$ cat src/core/pdn_pkg.sv
`default_nettype none
package pdn_pkg;

	// ==========================================
	// control-space map
	localparam int        CS_ADDR_W      = 4;
	localparam logic [3:0] CS_STATUS     = 4'h0;
	localparam logic [3:0] CS_FRESET     = 4'h1;
	localparam logic [3:0] CS_CTRL       = 4'h2;
	localparam int        STATUS_EN_BIT  = 1;
	localparam logic [7:0] RESET_SIG     = 8'h59;
	localparam logic [7:0] RESET_RELEASE = 8'h00;
	localparam logic [2:0] GUARD_RST     = 3'h0;
	localparam logic [2:0] GUARD_NONE    = 3'h7;
	localparam logic [7:0] GUARD_MAX     = 8'h80;
	localparam int        KEY_BYTES      = 8;

	// ==========================================
	// controller register selects and fields
	localparam logic [2:0] NR_CMD        = 3'h0;
	localparam logic [2:0] NR_CONTROLLER_CONTROL_A      = 3'h1;
	localparam logic [2:0] NR_CTRLB      = 3'h2;
	localparam logic [2:0] NR_ADDR       = 3'h3;
	localparam logic [2:0] NR_DATA       = 3'h4;
	localparam int        COMMAND_EXECUTE_BIT_BIT      = 0;
	localparam int        TRIG_HI        = 7;
	localparam int        TRIG_LO        = 6;
	localparam logic [7:0] CMD_CRC_FLASH = 8'h78;
	localparam logic [7:0] CMD_CRC_SECT  = 8'h79;
	localparam int        ADDR_W         = 24;

	// ==========================================
	// types
	typedef enum logic [1:0] {
		TRIG_NONE   = 2'h0,
		TRIG_ACTION = 2'h1,
		TRIG_READ   = 2'h2,
		TRIG_WRITE  = 2'h3
	} pdn_trig_type;

	typedef enum logic [2:0] {
		SP_APP    = 3'h0,
		SP_APPTBL = 3'h1,
		SP_BOOT   = 3'h2,
		SP_CAL    = 3'h3,
		SP_OTHER  = 3'h4
	} pdn_space_type;

endpackage
`default_nettype wire

$ cat src/core/pdn_guard.sv
`timescale 1ns/1ps
`default_nettype none
module pdn_guard
(
	// clock and reset
	input  wire logic       i_clk,
	input  wire logic       i_reset_n,
	// turnaround control
	input  wire logic [2:0] i_sel,
	input  wire logic       i_rx_to_tx,
	input  wire logic       i_tx_to_rx,
	input  wire logic       i_bit_tick,
	// status
	output logic            o_guard_active,
	output logic            o_guard_done
);
	import pdn_pkg::*;

	logic [7:0] cnt_r;
	logic [7:0] load_val;

	// ==========================================
	// idle bit count per select
	assign load_val = (i_sel == GUARD_NONE) ? 8'h00 : (GUARD_MAX >> i_sel);

	always_ff @(posedge i_clk or negedge i_reset_n)
	begin
		if (!i_reset_n)
		begin
			cnt_r          <= 8'h00;
			o_guard_active <= 1'b0;
			o_guard_done   <= 1'b0;
		end
		else if (i_rx_to_tx)
		begin
			cnt_r          <= load_val;
			o_guard_active <= (load_val != 8'h00);
			o_guard_done   <= (load_val == 8'h00);
		end
		else if (o_guard_active && i_bit_tick)
		begin
			cnt_r          <= cnt_r - 8'h01;
			o_guard_active <= (cnt_r != 8'h01);
			o_guard_done   <= (cnt_r == 8'h01);
		end
		else
			o_guard_done   <= 1'b0; // tx to rx inserts nothing
	end
endmodule // pdn_guard
`default_nettype wire

$ cat src/core/pdn_nvm_gate.sv
`timescale 1ns/1ps
`default_nettype none
module pdn_nvm_gate
(
	// access request
	input  wire logic                   i_req,
	input  wire logic                   i_we,
	input  wire pdn_pkg::pdn_space_type i_space,
	input  wire logic                   i_from_ext,
	// state
	input  wire logic                   i_if_en,
	input  wire logic [2:0]             i_ext_lock,
	input  wire logic [2:0]             i_self_lock,
	input  wire logic                   i_programming,
	// decision
	output logic                        o_grant
);
	import pdn_pkg::*;

	logic lock_hit;
	logic deny;

	// ==========================================
	// lock, calibration and programming blocks
	always_comb
	begin
		lock_hit = 1'b0;
		if (i_space == SP_APP || i_space == SP_APPTBL || i_space == SP_BOOT)
			lock_hit = i_from_ext ? i_ext_lock[i_space[1:0]] : i_self_lock[i_space[1:0]];
	end

	assign deny = lock_hit
		| (i_from_ext & ~i_if_en)
		| (i_from_ext & i_we & (i_space == SP_CAL))
		| (i_programming & (i_we | i_from_ext | (i_space == SP_APP)));

	assign o_grant = i_req & ~deny;
endmodule // pdn_nvm_gate
`default_nettype wire

$ cat src/core/pdn_link_top.sv
`timescale 1ns/1ps
`default_nettype none
module pdn_link_top
#(
	parameter logic [63:0] KEY_VALUE = 64'h0123_4567_89AB_CDEF // arbitrary value
)
(
	// clock and reset
	input  wire logic                           i_clk,
	input  wire logic                           i_reset_n,
	// control-space access from the instruction decoder
	input  wire logic                           i_cs_load,
	input  wire logic                           i_cs_store,
	input  wire logic [pdn_pkg::CS_ADDR_W-1:0]  i_cs_addr,
	input  wire logic [7:0]                     i_cs_wdata,
	output logic [7:0]                          o_cs_rdata,
	output logic                                o_cs_rvalid,
	// key bytes
	input  wire logic                           i_key_start,
	input  wire logic                           i_key_valid,
	input  wire logic [7:0]                     i_key_byte,
	// link turnaround
	input  wire logic                           i_rx_to_tx,
	input  wire logic                           i_tx_to_rx,
	input  wire logic                           i_bit_tick,
	output logic                                o_guard_active,
	output logic                                o_guard_done,
	// device state
	output logic                                o_forced_reset,
	output logic                                o_if_enabled,
	// controller register writes, link side
	input  wire logic                           i_ext_reg_wr,
	input  wire logic [2:0]                     i_ext_reg_sel,
	input  wire logic [pdn_pkg::ADDR_W-1:0]     i_ext_reg_wdata,
	// controller register writes, software side
	input  wire logic                           i_sw_reg_wr,
	input  wire logic [2:0]                     i_sw_reg_sel,
	input  wire logic [pdn_pkg::ADDR_W-1:0]     i_sw_reg_wdata,
	input  wire logic                           i_ccp_open,
	// memory accesses
	input  wire logic                           i_ext_mem_req,
	input  wire logic                           i_ext_mem_we,
	input  wire pdn_pkg::pdn_space_type         i_ext_mem_space,
	input  wire logic                           i_sw_mem_req,
	input  wire logic                           i_sw_mem_we,
	input  wire pdn_pkg::pdn_space_type         i_sw_mem_space,
	output logic                                o_ext_mem_ack,
	output logic                                o_ext_mem_nak,
	output logic                                o_sw_mem_ack,
	output logic                                o_sw_mem_nak,
	// lock controls
	input  wire logic [2:0]                     i_ext_lock,
	input  wire logic [2:0]                     i_self_lock,
	// operation engine
	input  wire logic                           i_op_done,
	output logic                                o_op_start,
	output logic [7:0]                          o_op_cmd,
	output logic [pdn_pkg::ADDR_W-1:0]          o_op_addr,
	output logic [7:0]                          o_op_data,
	output logic [7:0]                          o_op_ctrlb,
	output logic                                o_busy,
	output logic                                o_programming
);
	import pdn_pkg::*;

	typedef enum logic [0:0] {
		NV_IDLE,
		NV_BUSY
	} pdn_nv_state_type;

	// ==========================================
	// declarations
	logic                   nonvolatile_if_enabled_r;
	logic                   freset_r;
	logic [2:0]             guard_sel_r;
	logic [55:0]            key_sr_r;
	logic [3:0]             key_cnt_r;
	logic                   key_hit;
	logic                   st_status;
	logic                   st_freset;
	logic                   st_ctrl;
	logic [7:0]             cs_rd_nxt;
	pdn_nv_state_type       nv_state_r;
	pdn_trig_type           cmd_trig;
	pdn_trig_type           op_trig_r;
	logic [7:0]             cmd_r;
	logic [7:0]             ctrlb_r;
	logic [ADDR_W-1:0]      addr_r;
	logic [7:0]             data_r;
	logic                   ext_wr_ok;
	logic                   reg_wr;
	logic                   reg_take;
	logic [2:0]             reg_sel;
	logic [ADDR_W-1:0]      reg_wdata;
	logic                   reg_trusted;
	logic                   command_execute_bit_wr;
	logic                   use_ext;
	logic                   mem_req;
	logic                   mem_we;
	pdn_space_type          mem_space;
	logic                   mem_grant;
	logic                   mem_trig;
	logic                   op_start;

	// ==========================================
	// control-space strobes
	assign st_status = i_cs_store && (i_cs_addr == CS_STATUS);
	assign st_freset = i_cs_store && (i_cs_addr == CS_FRESET);
	assign st_ctrl   = i_cs_store && (i_cs_addr == CS_CTRL);

	// ==========================================
	// key reception
	assign key_hit = i_key_valid && (key_cnt_r == 4'(KEY_BYTES - 1))
		&& ({key_sr_r, i_key_byte} == KEY_VALUE);

	always_ff @(posedge i_clk or negedge i_reset_n)
	begin
		if (!i_reset_n)
		begin
			key_sr_r  <= 56'h0;
			key_cnt_r <= 4'h0;
		end
		else if (i_key_start)
			key_cnt_r <= 4'h0;
		else if (i_key_valid)
		begin
			key_sr_r  <= {key_sr_r[47:0], i_key_byte};
			key_cnt_r <= (key_cnt_r == 4'(KEY_BYTES - 1)) ? 4'h0 : key_cnt_r + 4'h1;
		end
	end

	// ==========================================
	// interface enable status
	always_ff @(posedge i_clk or negedge i_reset_n)
	begin
		if (!i_reset_n)
			nonvolatile_if_enabled_r <= 1'b0;
		else if (key_hit)
			nonvolatile_if_enabled_r <= 1'b1;
		else if (st_status)
			nonvolatile_if_enabled_r <= 1'b0;
	end

	assign o_if_enabled = nonvolatile_if_enabled_r;

	// ==========================================
	// forced reset
	always_ff @(posedge i_clk or negedge i_reset_n)
	begin
		if (!i_reset_n)
			freset_r <= 1'b0;
		else if (st_freset)
			freset_r <= (i_cs_wdata == RESET_SIG);
	end

	assign o_forced_reset = freset_r;

	// ==========================================
	// guard select
	always_ff @(posedge i_clk or negedge i_reset_n)
	begin
		if (!i_reset_n)
			guard_sel_r <= GUARD_RST;
		else if (st_ctrl)
			guard_sel_r <= i_cs_wdata[2:0];
	end

	pdn_guard u_guard
	(
		.i_clk          (i_clk),
		.i_reset_n      (i_reset_n),
		.i_sel          (guard_sel_r),
		.i_rx_to_tx     (i_rx_to_tx),
		.i_tx_to_rx     (i_tx_to_rx),
		.i_bit_tick     (i_bit_tick),
		.o_guard_active (o_guard_active),
		.o_guard_done   (o_guard_done)
	);

	// ==========================================
	// control-space read
	always_comb
	begin
		cs_rd_nxt = 8'h00;
		unique case (i_cs_addr)
			CS_STATUS: cs_rd_nxt[STATUS_EN_BIT] = nonvolatile_if_enabled_r;
			CS_FRESET: cs_rd_nxt[0] = freset_r;
			CS_CTRL:   cs_rd_nxt[2:0] = guard_sel_r;
			default:   cs_rd_nxt = 8'h00;
		endcase
	end

	always_ff @(posedge i_clk or negedge i_reset_n)
	begin
		if (!i_reset_n)
		begin
			o_cs_rdata  <= 8'h00;
			o_cs_rvalid <= 1'b0;
		end
		else
		begin
			o_cs_rvalid <= i_cs_load;
			if (i_cs_load)
				o_cs_rdata <= cs_rd_nxt;
		end
	end

	// ==========================================
	// controller register writes
	assign ext_wr_ok   = i_ext_reg_wr && nonvolatile_if_enabled_r;
	assign reg_wr      = ext_wr_ok || i_sw_reg_wr;
	assign reg_sel     = ext_wr_ok ? i_ext_reg_sel : i_sw_reg_sel;
	assign reg_wdata   = ext_wr_ok ? i_ext_reg_wdata : i_sw_reg_wdata;
	assign reg_trusted = ext_wr_ok || i_ccp_open;
	assign reg_take    = reg_wr && (nv_state_r == NV_IDLE);
	assign command_execute_bit_wr    = reg_take && (reg_sel == NR_CONTROLLER_CONTROL_A)
		&& reg_wdata[COMMAND_EXECUTE_BIT_BIT] && reg_trusted;

	always_ff @(posedge i_clk or negedge i_reset_n)
	begin
		if (!i_reset_n)
		begin
			cmd_r   <= 8'h00;
			ctrlb_r <= 8'h00;
			addr_r  <= '0;
			data_r  <= 8'h00;
		end
		else if (reg_take)
		begin
			if (reg_sel == NR_CMD)
				cmd_r <= reg_wdata[7:0];
			if (reg_sel == NR_CTRLB)
				ctrlb_r <= reg_wdata[7:0];
			if (reg_sel == NR_ADDR)
				addr_r <= reg_wdata;
			if (reg_sel == NR_DATA)
				data_r <= reg_wdata[7:0];
		end
	end

	assign cmd_trig = pdn_trig_type'(cmd_r[TRIG_HI:TRIG_LO]);

	// ==========================================
	// memory access arbitration
	assign use_ext   = i_ext_mem_req;
	assign mem_req   = i_ext_mem_req || i_sw_mem_req;
	assign mem_we    = use_ext ? i_ext_mem_we : i_sw_mem_we;
	assign mem_space = use_ext ? i_ext_mem_space : i_sw_mem_space;

	pdn_nvm_gate u_gate
	(
		.i_req         (mem_req),
		.i_we          (mem_we),
		.i_space       (mem_space),
		.i_from_ext    (use_ext),
		.i_if_en       (nonvolatile_if_enabled_r),
		.i_ext_lock    (i_ext_lock),
		.i_self_lock   (i_self_lock),
		.i_programming (o_programming),
		.o_grant       (mem_grant)
	);

	assign o_ext_mem_ack = use_ext && mem_grant;
	assign o_ext_mem_nak = use_ext && !mem_grant;
	assign o_sw_mem_ack  = i_sw_mem_req && !use_ext && mem_grant;
	assign o_sw_mem_nak  = i_sw_mem_req && !(mem_grant && !use_ext);

	assign mem_trig = mem_grant && (nv_state_r == NV_IDLE) && (
		((cmd_trig == TRIG_READ) && !mem_we) ||
		((cmd_trig == TRIG_WRITE) && mem_we && (use_ext || i_ccp_open)));

	// crc commands are action type and run from the link side, or from software only while i_ccp_open is set
	assign op_start = (nv_state_r == NV_IDLE)
		&& ((command_execute_bit_wr && (cmd_trig == TRIG_ACTION)) || mem_trig);

	// ==========================================
	// operation state
	always_ff @(posedge i_clk or negedge i_reset_n)
	begin
		if (!i_reset_n)
		begin
			nv_state_r <= NV_IDLE;
			op_trig_r  <= TRIG_NONE;
		end
		else
		begin
			unique case (nv_state_r)
				NV_IDLE:
					if (op_start)
					begin
						nv_state_r <= NV_BUSY;
						op_trig_r  <= cmd_trig;
					end
				NV_BUSY:
					if (i_op_done)
						nv_state_r <= NV_IDLE;
			endcase
		end
	end

	always_ff @(posedge i_clk or negedge i_reset_n)
	begin
		if (!i_reset_n)
		begin
			o_op_start <= 1'b0;
			o_op_cmd   <= 8'h00;
			o_op_addr  <= '0;
			o_op_data  <= 8'h00;
			o_op_ctrlb <= 8'h00;
		end
		else
		begin
			o_op_start <= op_start;
			if (op_start)
			begin
				o_op_cmd   <= cmd_r;
				o_op_addr  <= addr_r;
				o_op_data  <= data_r;
				o_op_ctrlb <= ctrlb_r;
			end
		end
	end

	assign o_busy        = (nv_state_r == NV_BUSY);
	assign o_programming = o_busy && (op_trig_r == TRIG_WRITE);
endmodule // pdn_link_top
`default_nettype wire

$ cat config.mk
export PLATFORM = sky130hd
export DESIGN_NAME = pdn_link_top
export DESIGN_NICKNAME = d
export VERILOG_FILES = /design/src/core/pdn_pkg.sv /design/src/core/pdn_guard.sv /design/src/core/pdn_nvm_gate.sv /design/src/core/pdn_link_top.sv
export SDC_FILE = /design/constraint.sdc
export NUM_CORES = 1
export LEC_CHECK = 0
export ABC_AREA = 1
export BUFFER_PORTS_ARGS = -buffer_cell sky130_fd_sc_hd__buf_2
export CORE_MARGIN = 2
export CORE_UTILIZATION = 55
export DETAILED_ROUTE_END_ITERATION = 8
export PLACE_DENSITY = 0.85
export SETUP_SLACK_MARGIN = 0.4
export SYNTH_ARGS = -nofsm -noshare
export SYNTH_HDL_FRONTEND = slang
export SYNTH_SLANG_ARGS = --single-unit
$ cat constraint.sdc
create_clock -name i_clk -period 2.31 [get_ports i_clk]
set_input_delay 0.1155 -clock i_clk [delete_from_list [all_inputs] [get_ports i_clk]]
set_output_delay 0.1155 -clock i_clk [all_outputs]
set_load 0.02 [all_outputs]
==> impl_metrics.json <==
{
  "synth_xor_xnor_area_share_pct": 0.334,
  "drt_pass1_iterations": 7,
  "powerDensity_nw_per_um2": 992,
  "yosysWarnings": 0,
  "htree_num_levels": 4,
  "min-delay-start": "i_key_valid",
  "final_cell_mix": "nand2_1 (222), dfrtp_1 (176), buf_2 (162)",
  "hold_path_class": "in -> reg",
  "ys_seq_area_share_pct": 56.2,
  "fin_skew_ns": 0.0118,
  "synth_area_leaders": "dfrtp_1 (56%), nand2_1 (11%), nand3_1 (8.4%)",
  "post-route-period-util_pct": 80.6,
  "start_util_pct": 56.5,
  "nets": 1245,
  "synth_top_area_share_pct": 56.2,
  "setup_viol": 0,
  "synth-simple-area-share_pct": 26.6,
  "viasPerCell": 5.58,
  "r2r_start": "o_if_enabled$_DFFE_PN0P_",
  "peakVddDrop_mv": 0.579,
  "globalplace.congestion": 0.929,
  "synthArstFlopShare_pct": 100,
  "fp.dieH_microns": 124,
  "ys.flop_type": "dfrtp_1",
  "crit_fanout": 12,
  "die_w_microns": 124,
  "clock_sinks": 177,
  "antennaDiodeCount": 0,
  "avgSynthCellArea_sq_um": 8.50,
  "cts_root_buffer": "clkbuf_16",
  "grt_antenna_before_repair": 0,
  "maxSlewViolCount": 0,
  "leakage_nw": 5.17,
  "track_usage_pct": 27.5,
  "portBuffers": 164,
  "grt_pass1_vias": 6850,
  "place_area_sq_um": 8880,
  "start_kind": "flip-flop",
  "grt_setup_unrepaired": "false",
  "coreArea_sq_um": 13900,
  "finalWirelength_microns": 22100,
  "postLayoutCellArea_sq_um": 10200,
  "crit_type": "reg -> reg",
  "power_mw": 10.1,
  "post_route_cells_drive_above_1_share_pct": 21.4,
  "multiInputGateArea_sq_um": 3000,
  "yosys.area.top_type": "dfrtp_1",
  "dpl.hpwl_microns": 13300,
  "drv_cap": 0,
  "syn-cell-area_sq_um": 7880,
  "grt_pass1_wl_microns": 32500,
  "die_area_sq_um": 15300,
  "worstPathArrival_ns": 2.21,
  "grt_max_degree": 57,
  "crit_path_end_kind": "flip-flop",
  "reg2regPathDepth": 9,
  "required_ns": 2.66,
  "cts_tree": "done",
  "cts_buffer_depth": 2,
  "fin_tns_setup_ns": 0,
  "dr_total_vias": 7435,
  "cts-buffers-inserted": 17,
  "synthAdderAreaFrac_pct": 0.476,
  "fin_util_pct": 73.4,
  "worstMarginPinSlew_ns": 0.531,
  "layout_setup_ws_ns": 0.447,
  "ant_nets": 0,
  "reg2reg_slack_ns": 0.45,
  "regArea_sq_um": 4430,
  "worstHoldEndpoint": "key_cnt_r[2]$_DFFE_PN0P_",
  "n_fill_cell": 988,
  "clk_latency_ns": 0.43,
  "final_common_cell": "nand2_1",
  "slew_headroom_pct": 64.6,
  "synth_compound_area_share_pct": 9.23,
  "synth.lib_cells_used.distinct": 35,
  "num_rows": 43,
  "holdPathStages": 4,
  "syn_to_final_growth_pct": 29.7,
  "globalRouteOverflowTotal": 0,
  "reg2reg_to": "addr_r[3]$_DFFE_PN0P_",
  "pre_cts_ws_ns": 0.419,
  "ios": 171,
  "netlist_instances": 927,
  "drcViolationCount": 0,
  "fin_crit_ns": 1.86,
  "hold_violations": 0,
  "synth_top_family_by_area": "simple AND/OR/NAND/NOR gates",
  "drt_iter0_drc": 875,
  "synth_seq_cells": 177,
  "muxShareOfSynthArea_pct": 0.143,
  "post_drt_wl_per_cell_microns": 16.6,
  "outcome": "completed",
  "path_clk_slew_ns": 0.07,
  "fmax_mhz": 537,
  "synth_edf_count": 0
}
==> cell families after synthesis <==
kind of cell | count (synthesis)
AO/OA/AOI/OAI | 126
XOR/XNOR | 3
adder cells (fa/ha/maj) | 3
buffers and inverters | 127
flip-flops | 177
multiplexers | 1
other | 1
AND/OR/NAND/NOR | 489
==> synthesized netlist by cell type, types with 3 or more instances <==
| cell type | instances |
|---|---|
| nor2_1 | 96 |
| buf_4 | 11 |
| a31oi_1 | 45 |
| dfrtp_1 | 177 |
| xor2_1 | 3 |
| clkbuf_1 | 33 |
| o21ai_2 | 3 |
| o21ai_0 | 55 |
| nor4_1 | 4 |
| buf_2 | 9 |
| inv_1 | 69 |
| nor3_1 | 4 |
| nand2_1 | 225 |
| nand4_1 | 22 |
| a21oi_1 | 12 |
| nand3_1 | 132 |
| ha_1 | 3 |
==> registers in the layout (all words and copies together), names as in the netlist <==
| register | cells |
|---|---|
| key_sr_r | 56 |
| addr_r | 24 |
| o_op_addr | 24 |
| cmd_r | 8 |
| ctrlb_r | 8 |
| data_r | 8 |
| o_op_ctrlb | 8 |
| o_op_data | 8 |
| u_guard.cnt_r | 8 |
| o_op_cmd | 6 |
| key_cnt_r | 4 |
| guard_sel_r | 3 |
| o_cs_rdata | 3 |
| op_trig_r | 2 |
| o_busy | 1 |
| o_cs_rvalid | 1 |
| o_forced_reset | 1 |
| o_if_enabled | 1 |
| o_op_start | 1 |
| u_guard.o_guard_active | 1 |
| u_guard.o_guard_done | 1 |
==> critical path, stage by stage (launching register included) <==
cell,delay [ns]
dfrtp_2,0.44
nand2_2,0.17
o21ai_4,0.22
and2b_2,0.21
nand2_2,0.08
nor2_4,0.13
buf_12,0.14
clkbuf_16,0.18
nor2_1,0.04
a31oi_1,0.15
==> where the power goes <==
part | internal [mW] | leakage (nW) | switching, mW
logic | 1.01 | 2.71 | 1.71
clock network | 1.70 | 0.293 | 1.19
registers | 3.97 | 2.17 | 0.560
==> area by class of cell <==
cell class,count,share of cell area [%]
sequential,177,43.3
multi-input combinational,628,29.3
timing repair buffer,243,16.7
clock buffer,23,4.77
inverter,72,2.64
tap,180,2.20
clock inverter,9,1.03
==> worst max path at each step <==
stage / slack [ns] / depth (start not counted) / startpoint / endpoint
after floorplan: 0.43 / 10 / o_if_enabled$_DFFE_PN0P_ / addr_r[6]$_DFFE_PN0P_
after global placement: 0.45 / 8 / o_if_enabled$_DFFE_PN0P_ / cmd_r[1]$_DFFE_PN0P_
after detailed placement: 0.42 / 8 / o_if_enabled$_DFFE_PN0P_ / data_r[5]$_DFFE_PN0P_
after CTS: 0.44 / 9 / op_trig_r[0]$_DFFE_PN0P_ / o_sw_mem_nak
after global routing: 0.36 / 7 / op_trig_r[1]$_DFFE_PN0P_ / o_sw_mem_nak
final: 0.45 / 9 / o_if_enabled$_DFFE_PN0P_ / addr_r[3]$_DFFE_PN0P_
==> metal layers <==
metal / vias up / routed length [microns] / GRT usage (%)
li1: 3490 / - / -
met1: 3472 / 8700 / 35.6
met4: 0 / 571 / 11.9
met2: 410 / 10900 / 45.6
met3: 63 / 1880 / 5.08
met5: - / 0 / 0
==> stage by stage <==
stage                     hold WS, ns  std cells
after floorplan                -0.180        931
after global placement          0.113       1239
after detailed placement        0.115       1239
after CTS                      0.0144       1320
after global routing           0.0216       1332
final                          0.0259       1332
==> repair_timing <==
item	CTS	global route
setup endpoints to repair	9	83
hold buffers	48	0
gates cloned	0	6
setup buffers	1	6
endpoints found under the hold margin	85	0
pin swaps	1	7
gates resized for setup	3	18
Note: power is estimated with default switching activity, not from simulation.
